### src/shared/adm_pkg.sv
// Operation
// - Both channels sampled together on rising edge.
// - Seven stages, advanced every half clock.
// - Latency five cycles A, five and half B.
// - Shared bus: A on rise, B on fall.
// - Indicator high for A updates, low for B.
// - Eight-bit offset binary output words.
// - Reference mode chosen from reference input level.
// - Floating reference input selects internal mode; the code selects ADM_REF_BUF.
// - Digital correction guarantees no missing codes.
// - Power inputs decode four modes; outputs tri-state.
// - Re-enabled outputs show last converted word.
// - Most significant bit on highest data line.
package adm_pkg;

    // ==========================================================
    // Widths and latency
    localparam int DATA_W = 8;
    localparam int RAW_W = 9;
    localparam int CONV_STAGES = 7;
    localparam int LAT_A_HALF = 10;
    localparam int LAT_B_HALF = 11;
    localparam int PIPE_LEN = LAT_B_HALF;

    // ==========================================================
    // Register map
    localparam logic [7:0] OFS_CTRL = 8'h00;
    localparam logic [7:0] OFS_STATUS = 8'h04;
    localparam logic [7:0] OFS_DATA = 8'h08;
    localparam logic [7:0] OFS_COUNT = 8'h0C;
    localparam int STAT_REF_POS = 0;
    localparam int STAT_PWR_POS = 2;
    localparam int STAT_OE_POS = 4;
    localparam int DATA_B_POS = 8;
    localparam logic [7:0] TRIM_RST = 8'h00;
    localparam logic [7:0] MIDSCALE = 8'h80;

    // ==========================================================
    // Modes
    typedef enum logic [1:0] {
        ADM_REF_INT = 2'b00,
        ADM_REF_BUF = 2'b01,
        ADM_REF_UNBUF = 2'b10
    } adm_ref_t;

    typedef enum logic [1:0] {
        ADM_PWR_SHUTDOWN = 2'b00,
        ADM_PWR_STANDBY = 2'b01,
        ADM_PWR_IDLE = 2'b10,
        ADM_PWR_NORMAL = 2'b11
    } adm_pwr_t;

endpackage

### src/rtl/adm_core.sv
// The APB interface to the registers and the register offsets were left to the implementer.
`timescale 1ns/1ps
module adm_core
    import adm_pkg::*;
#(
    parameter int DW = DATA_W,
    parameter int RW = RAW_W
)
(
    // Clock and reset
    input wire logic pclk,
    input wire logic presetn,
    // APB slave
    input wire logic psel,
    input wire logic penable,
    input wire logic pwrite,
    input wire logic [7:0] paddr,
    input wire logic [31:0] pwdata,
    output logic [31:0] prdata,
    output logic pready,
    output logic pslverr,
    // Converter pins
    input wire logic conv_clk,
    input wire logic power_select_low,
    input wire logic power_select_high,
    input wire logic ref_above_high,
    input wire logic ref_below_low,
    input wire logic [RW-1:0] raw_first_channel,
    input wire logic [RW-1:0] raw_second_channel,
    // Result outputs
    output logic [DW-1:0] result_bus,
    output logic result_bus_oe,
    output logic channel_is_first
);

    // ==========================================================
    // State
    typedef struct packed {
        logic [1:0] clk_s;
        logic [1:0] pl_s;
        logic [1:0] ph_s;
        logic [1:0] rh_s;
        logic [1:0] rl_s;
        logic [RW-1:0] ra1;
        logic [RW-1:0] ra2;
        logic [RW-1:0] rb1;
        logic [RW-1:0] rb2;
        logic clk_prev;
        logic [PIPE_LEN-1:0][2*DW-1:0] pipe;
        logic [DW-1:0] bus;
        logic oe;
        logic ind;
        adm_ref_t ref_mode;
        adm_pwr_t pwr;
        logic [7:0] trim;
        logic [15:0] count;
        logic [DW-1:0] last_a;
        logic [DW-1:0] last_b;
        logic [31:0] prdata;
        logic pready;
        logic pslverr;
    } adm_st_t;

    adm_st_t s_q;
    adm_st_t s_d;
    logic conv_rise;
    logic conv_fall;
    logic adc_on;
    logic out_on;
    logic apb_setup;
    logic apb_write;
    logic [DW-1:0] corr_a;
    logic [DW-1:0] corr_b;

    // ==========================================================
    // Correction: residue plus trim, clamped to the code range.
    function automatic logic [DW-1:0] correct(input logic [RW-1:0] raw,
                                              input logic [7:0] trim);
        logic signed [RW+1:0] sum;
        logic signed [RW+1:0] hi;
        logic signed [RW+1:0] lo;
        logic [DW-1:0] code;
        sum = $signed({raw[RW-1], raw[RW-1], raw})
            + $signed({{(RW+2-8){trim[7]}}, trim});
        hi = $signed((RW+2)'((1 << (DW-1)) - 1));
        lo = -$signed((RW+2)'(1 << (DW-1)));
        if (sum > hi)
        begin
            sum = hi;
        end
        else if (sum < lo)
        begin
            sum = lo;
        end
        code = sum[DW-1:0];
        code[DW-1] = ~code[DW-1];
        return code;
    endfunction

    assign conv_rise = s_q.clk_s[1] & ~s_q.clk_prev;
    assign conv_fall = ~s_q.clk_s[1] & s_q.clk_prev;
    assign apb_setup = psel & ~penable;
    assign apb_write = psel & penable & s_q.pready & pwrite;
    assign corr_a = correct(s_q.ra2, s_q.trim);
    assign corr_b = correct(s_q.rb2, s_q.trim);

    // ==========================================================
    // Power decode
    always_comb
    begin
        case (s_q.pwr)
            ADM_PWR_SHUTDOWN:
            begin
                adc_on = 1'b0;
                out_on = 1'b0;
            end
            ADM_PWR_STANDBY:
            begin
                adc_on = 1'b0;
                out_on = 1'b0;
            end
            ADM_PWR_IDLE:
            begin
                adc_on = 1'b1;
                out_on = 1'b0;
            end
            ADM_PWR_NORMAL:
            begin
                adc_on = 1'b1;
                out_on = 1'b1;
            end
            default:
            begin
                adc_on = 1'b0;
                out_on = 1'b0;
            end
        endcase
    end

    // ==========================================================
    // Next state
    always_comb
    begin
        s_d = s_q;
        s_d.clk_s = {s_q.clk_s[0], conv_clk};
        s_d.pl_s = {s_q.pl_s[0], power_select_low};
        s_d.ph_s = {s_q.ph_s[0], power_select_high};
        s_d.rh_s = {s_q.rh_s[0], ref_above_high};
        s_d.rl_s = {s_q.rl_s[0], ref_below_low};
        s_d.ra1 = raw_first_channel;
        s_d.ra2 = s_q.ra1;
        s_d.rb1 = raw_second_channel;
        s_d.rb2 = s_q.rb1;
        s_d.clk_prev = s_q.clk_s[1];
        s_d.pwr = adm_pwr_t'({s_q.pl_s[1], s_q.ph_s[1]});
        s_d.oe = out_on;
        if (s_q.rh_s[1])
        begin
            s_d.ref_mode = ADM_REF_INT;
        end
        else if (s_q.rl_s[1])
        begin
            s_d.ref_mode = ADM_REF_UNBUF;
        end
        else
        begin
            s_d.ref_mode = ADM_REF_BUF;
        end
        if (conv_rise)
        begin
            s_d.ind = 1'b1;
        end
        else if (conv_fall)
        begin
            s_d.ind = 1'b0;
        end
        if (adc_on && (conv_rise || conv_fall))
        begin
            for (int i = PIPE_LEN - 1; i > 0; i--)
            begin
                s_d.pipe[i] = s_q.pipe[i-1];
            end
            if (conv_rise)
            begin
                s_d.pipe[0] = {corr_b, corr_a};
                s_d.count = 16'(s_q.count + 16'h0001);
                s_d.bus = s_q.pipe[LAT_A_HALF-1][DW-1:0];
                s_d.last_a = s_q.pipe[LAT_A_HALF-1][DW-1:0];
            end
            else
            begin
                s_d.bus = s_q.pipe[LAT_B_HALF-1][2*DW-1:DW];
                s_d.last_b = s_q.pipe[LAT_B_HALF-1][2*DW-1:DW];
            end
        end
        s_d.pready = apb_setup;
        s_d.pslverr = 1'b0;
        s_d.prdata = 32'h0000_0000;
        if (apb_setup && !pwrite)
        begin
            case (paddr)
                OFS_CTRL: s_d.prdata[7:0] = s_q.trim;
                OFS_STATUS:
                begin
                    s_d.prdata[STAT_REF_POS +: 2] = s_q.ref_mode;
                    s_d.prdata[STAT_PWR_POS +: 2] = s_q.pwr;
                    s_d.prdata[STAT_OE_POS] = s_q.oe;
                end
                OFS_DATA:
                begin
                    s_d.prdata[DW-1:0] = s_q.last_a;
                    s_d.prdata[DATA_B_POS +: DW] = s_q.last_b;
                end
                OFS_COUNT: s_d.prdata[15:0] = s_q.count;
                default: s_d.pslverr = 1'b1;
            endcase
        end
        else if (apb_setup)
        begin
            s_d.pslverr = (paddr != OFS_CTRL);
        end
        if (apb_write && paddr == OFS_CTRL)
        begin
            s_d.trim = pwdata[7:0];
        end
    end

    // ==========================================================
    // State register
    always_ff @(posedge pclk or negedge presetn)
    begin
        if (!presetn)
        begin
            s_q <= '0;
            s_q.ref_mode <= ADM_REF_INT;
            s_q.trim <= TRIM_RST;
        end
        else
        begin
            s_q <= s_d;
        end
    end

    assign prdata = s_q.prdata;
    assign pready = s_q.pready;
    assign pslverr = s_q.pslverr;
    assign result_bus = s_q.bus;
    assign result_bus_oe = s_q.oe;
    assign channel_is_first = s_q.ind;
endmodule

### config.mk
export PLATFORM = sky130hd
export DESIGN_NAME = adm_core
export DESIGN_NICKNAME = d
export VERILOG_FILES = /design/src/shared/adm_pkg.sv /design/src/rtl/adm_core.sv
export SDC_FILE = /design/constraint.sdc
export NUM_CORES = 1
export LEC_CHECK = 0
export ABC_AREA = 1
export BUFFER_PORTS_ARGS = -buffer_cell sky130_fd_sc_hd__buf_4
export CORE_MARGIN = 2
export CORE_UTILIZATION = 30
export DETAILED_ROUTE_END_ITERATION = 7
export SLEW_MARGIN = 40
export SYNTH_ARGS = -nofsm -noshare
export SYNTH_HDL_FRONTEND = slang
export SYNTH_SLANG_ARGS = --single-unit
export TNS_END_PERCENT = 20
### constraint.sdc
create_clock -name pclk -period 2 [get_ports pclk]
set_clock_uncertainty 0.1 [all_clocks]
set_input_delay 0 -clock pclk [delete_from_list [all_inputs] [get_ports pclk]]
set_output_delay 0 -clock pclk [all_outputs]
set_load 0.02 [all_outputs]
# Word-level counts from Yosys, hierarchy flattened
# Index checks and enable logic that the tools add are counted.
# totals
register_bits	295
latch_bits	0
ram_bits	0
rom_bits	0
input_bits	68
mem_count	0
# op_classes
n_addsub	3
n_mul	0
n_div	0
order_cmp	4
eq_ne	6
shift	0
mux	18
n_bitwise	12
n_reduce_logical	15
# ops
op	count
8-bit 2-to-1 mux	5
9-bit by 8-bit adder with 10-bit output	2
10-bit by 8-bit > comparator with 1-bit output (second input constant)	2
10-bit by 8-bit less-than comparator with 1-bit output (second input constant)	2
5-bit case mux with 4 select lines	1
16-bit by 1-bit adder with 16-bit output (second input constant)	1
8-bit by 4-bit equality test with 1-bit output (second input constant)	2
16-bit 2-to-1 mux	1
8-bit case mux with 2 select lines	1
3-bit case mux with 3 select lines	1
8-bit by 3-bit equality test with 1-bit output (second input constant)	1
8-bit zero test	1
8-bit nonzero test	1
1-bit AND	6
1-bit inverter	6
1-bit 2-to-1 mux	5
2-bit equality test (second input constant)	2
2-bit 2-to-1 mux	2
1-bit case mux with 2 select lines	2
2-bit AND reduction	2
2-bit OR reduction	2
4-bit OR reduction	1
1-bit logical AND	3
3-bit OR reduction	1
other kinds (5)	5

# Longest topological paths before layout
# depth
depth_word	5
mapped_depth	14
mapped_depth_nobuf	14

# Worst setup path before layout
# Ideal clock, no wire load.
# synth_path
path_kind	flip-flop to flip-flop
startpoint	register s_q[66] (netlist name)
endpoint	register s_q[91] (netlist name)
setup_ps	117
t_arrival_ps	1770
t_required_ps	1783
setup_slack_ps	12
path_stages_with_launch	15
path_buffers	0
cell_sequence	dfrtp_1 > ha_1 > fa_1 > nand2_1 > nand2_1 > nand3_1 > nand2_1 > nand2_1 > nand2_1 > nand2_1 > nand2_1 > nand2_1 > nand2_1 > nand2_1 > nand2_1
# synth_between
elab_chain_cells	4
word_cells_on_any_way	5
cone_classes	1 x add/sub; 2 x order compare; 2 x mux
# synth_rtl
item	line_no	rtl
from (decl)	adm_core.sv:64	adm_st_t s_q;
9-bit by 8-bit adder with 10-bit output *	adm_core.sv:84	+ $signed({{(RW+2-8){trim[7]}}, trim});
10-bit by 8-bit less-than comparator with 1-bit output	adm_core.sv:91	else if (sum < lo)
8-bit 2-to-1 mux	adm_core.sv:91	
8-bit 2-to-1 mux *	adm_core.sv:87	if (sum > hi)
# Mark *: on every way between the ends. The rest lies on a longest branch, timed or not.
# A chain may end at the register's enable or synchronous reset.

# Final worst setup path
# layout_path
startpoint	register s_q[66] (netlist name)
endpoint	register s_q[98] (netlist name)
# Same word-level chain as after synthesis.

==> out/qor.yml <==
status:
  run_status: "finished, violations left"
  violations: "setup timing"
power:
  ir_drop_uv: 708
  finalPower_mw: 15.6
  p_per_area_nw_per_um2: 1020
  p_leak_nw: 7.39
sta:
  hold_violations: 0
  fin_crit_sh_pct: 100
  finalMaxSlewViolations: 0
  finalCriticalPeriod_ps: 2000
  grt_setup_unrepaired: "yes"
  fmax_mhz: 499
  setup_ws_ps: -4.33
  setup_viol: 1
  finalSetupTns_ps: -4.33
  finalHoldWorstSlack_ps: 66.4
route:
  drc: 0
  post_drt_wl_per_cell_um: 12.5
  drt-total-wl_um: 24600
  first_pass_iters: 5
  drt-initial-drc-count: 394
  postRouteAntennaNets: 0
  vias_per_cell: 4.28
  vias: 8376
setup_path:
  startpoint: "s_q[66]"
  reg2reg_to: "s_q[98]"
  end_kind: "flip-flop"
  r2r_setup_slack_ps: -4
  cp.depth: 14
  critPathTopFamily: "simple AND/OR/NAND/NOR gates"
  cp_num_buf_inv: 0
  crit_end: "s_q[98]"
  critical_path_class: "flip-flop to flip-flop"
  critPathLaunchType: "flip-flop"
  arrival_ps: 2360
  cp_slowest_cell: "dfrtp_1"
  reg2reg_depth: 14
  critPathMaxStageDelay_ps: 440
  path_max_fanout: 5
  r2r_start: "s_q[66]"
  crit_chain: "ha_2 > fa_2 > nand2_2 > nand2_2 > nand3_2 > nand2_2 > nand2_2 > nand2_2 > nand2_2 > nand2_4 > nand2_1 > nand2_1 > nand2_1 > nand2_1"
  worstPathRequired_ps: 2360
  cp_common_cell: "nand2_2"
synth:
  synth.distinct_cells: 41
  ys_seq_area_share_pct: 60.9
  yosysWarnings: 0
  synth_seq_cells: 287
  synthCells: 1252
  postSynth.asyncResetShare_pct: 100
  synth-main-ff-cell: "dfrtp_1"
  avgSynthCellArea_sq_um: 9.42
  synthesis.area_sq_um: 11800
  synth-edff-count: 0
clock_network:
  htreeDepth: 1
  cts.clk_slew.worst_paths_ps: 60
  cts_buffers: 29
  root_buffer: "clkbuf_16"
  numClockSinks: 287
  clock_latency_ps: 570
  cts_max_path_buffers: 3
  cts_tree: "done"
finish:
  n_fill_cell: 3809
  drive_gt1_share_pct: 19.7
  final_area_sq_um: 15300
  final_net_count: 1506
  synthToLayoutAreaGrowth_pct: 29.7
  layout_commonest_cell: "nand2_1"
  layout_common_cells: "nand2_1 (370), dfrtp_1 (280), o21ai_0 (160)"
  utilization_pct: 39.5
  multi_input_area_sq_um: 4050
  seq_area_sq_um: 7190
  antenna_cells: 0
placement:
  globalplace.congestion: 0.874
  placed_cell_area_sq_um: 13000
  numPortBuffers: 71
  dp_hpwl_um: 16100
die:
  die_width_um: 202
  start_util_pct: 30.5
  ios: 112
  row_count: 72
  dieArea_sq_um: 40900
  die_h_um: 202
  core-area_sq_um: 38700
grt:
  grt_pass1_vias: 8597
  grt_pass1_wl_um: 41400
  grt_overflow: 0
  antenna_found_initial: 0
  grt_max_degree: 71
  gr-usage-all-layers_pct: 12.2
min_path:
  hold_path_class: "primary input to flip-flop"
run:
  drv_cap: 0
## layout make-up
cell class              instances  share of cell area [%]
well taps                     518                    4.24
multi-input cells             754                    26.4
clock buffers                  38                    5.42
clock inverters                16                    1.68
repair buffers                202                    11.7
inverters                     142                    3.51
flip-flops and latches        287                    47.0
## stage by stage
| step | setup slack, ps | cells |
|---|---|---|
| floorplan | 12.4 | 1267 |
| global placement | -66.2 | 1824 |
| detailed placement | -120 | 1824 |
| CTS | -24.2 | 1953 |
| global route | -147 | 1957 |
| finish | -4.33 | 1957 |
## cell families after synthesis
| group | share of synthesized area [%] |
|---|---|
| other cells | 0.0318 |
| mux | 0.0954 |
| buf+inv | 8.57 |
| flops | 60.9 |
| simple gates | 17.1 |
| xor+xnor | 1.86 |
| fa+ha+maj | 2.46 |
| compound gates | 8.96 |
## synth_stat cells (3+ instances only)
| cell type | instances | area [sq um] |
|---|---|---|
| inv_1 | 139 | 522 |
| ha_1 | 20 | 250 |
| buf_4 | 40 | 300 |
| nor3_1 | 3 | 15.0 |
| nand2_2 | 4 | 25.0 |
| o21ai_2 | 8 | 70.1 |
| nor2_1 | 28 | 105 |
| a22oi_1 | 3 | 22.5 |
| dfrtp_1 | 287 | 7180 |
| a21oi_1 | 23 | 115 |
| o21ai_0 | 160 | 801 |
| nand2_1 | 398 | 1490 |
| xor2_1 | 11 | 96.3 |
| nand4_1 | 4 | 25.0 |
| nor2_2 | 3 | 18.8 |
| xnor2_1 | 14 | 123 |
| or2_2 | 4 | 25.0 |
| buf_2 | 3 | 15.0 |
| buf_1 | 5 | 18.8 |
| clkbuf_1 | 35 | 131 |
| nand3_1 | 34 | 170 |
## metal layers
layer / vias up / track usage, % / wire (um)
met1: 3999 / 16.1 / 11400
met5: - / 0 / 0
met2: 131 / 19.9 / 11400
met4: 0 / 4.20 / 771
li1: 4200 / - / -
met3: 46 / 2.64 / 999
## worst reg2reg max path, delay by kind of cell (launching register included)
family | cells | cell delay [ps]
AND/OR/NAND/NOR | 12 | 800
adder cells (fa/ha/maj) | 2 | 560
flip-flops | 1 | 440
## registers in the layout, indices dropped and copies added, names as in the netlist
signal and cells:
channel_is_first 1, pslverr 1, result_bus_oe 1, s_q 233, result_bus 8, s_d 26, pready 1, prdata 16
## power by group
part | leakage [nW] | switching (mW) | internal [mW]
logic | 3.10 | 1.17 | 0.846
registers | 3.76 | 0.565 | 7.03
clock network | 0.529 | 2.31 | 3.71
total | 7.39 | 4.05 | 11.6
## how the worst min path moves through the flow
stage	start	end	slack [ps]	cells past startpoint
2_1_floorplan	presetn	channel_is_first	-400	0
3_3_place_gp	presetn	s_q[264]	-140	1
3_5_place_dp	presetn	s_q[264]	-130	1
4_1_cts	paddr[4]	prdata[6]	40	8
5_1_grt	paddr[0]	prdata[5]	110	7
6_report	paddr[4]	prdata[6]	70	8
## repair_timing
item / 4_1_cts / 5_1_grt
endpoints found under the hold margin: 336 / 0
hold buffers: 75 / 0
pin swaps: 0 / 22
buffers inserted: 0 / 4
setup endpoints to repair: 31 / 75
gates resized for setup: 18 / 65
Note: power is estimated with default switching activity, not from simulation.
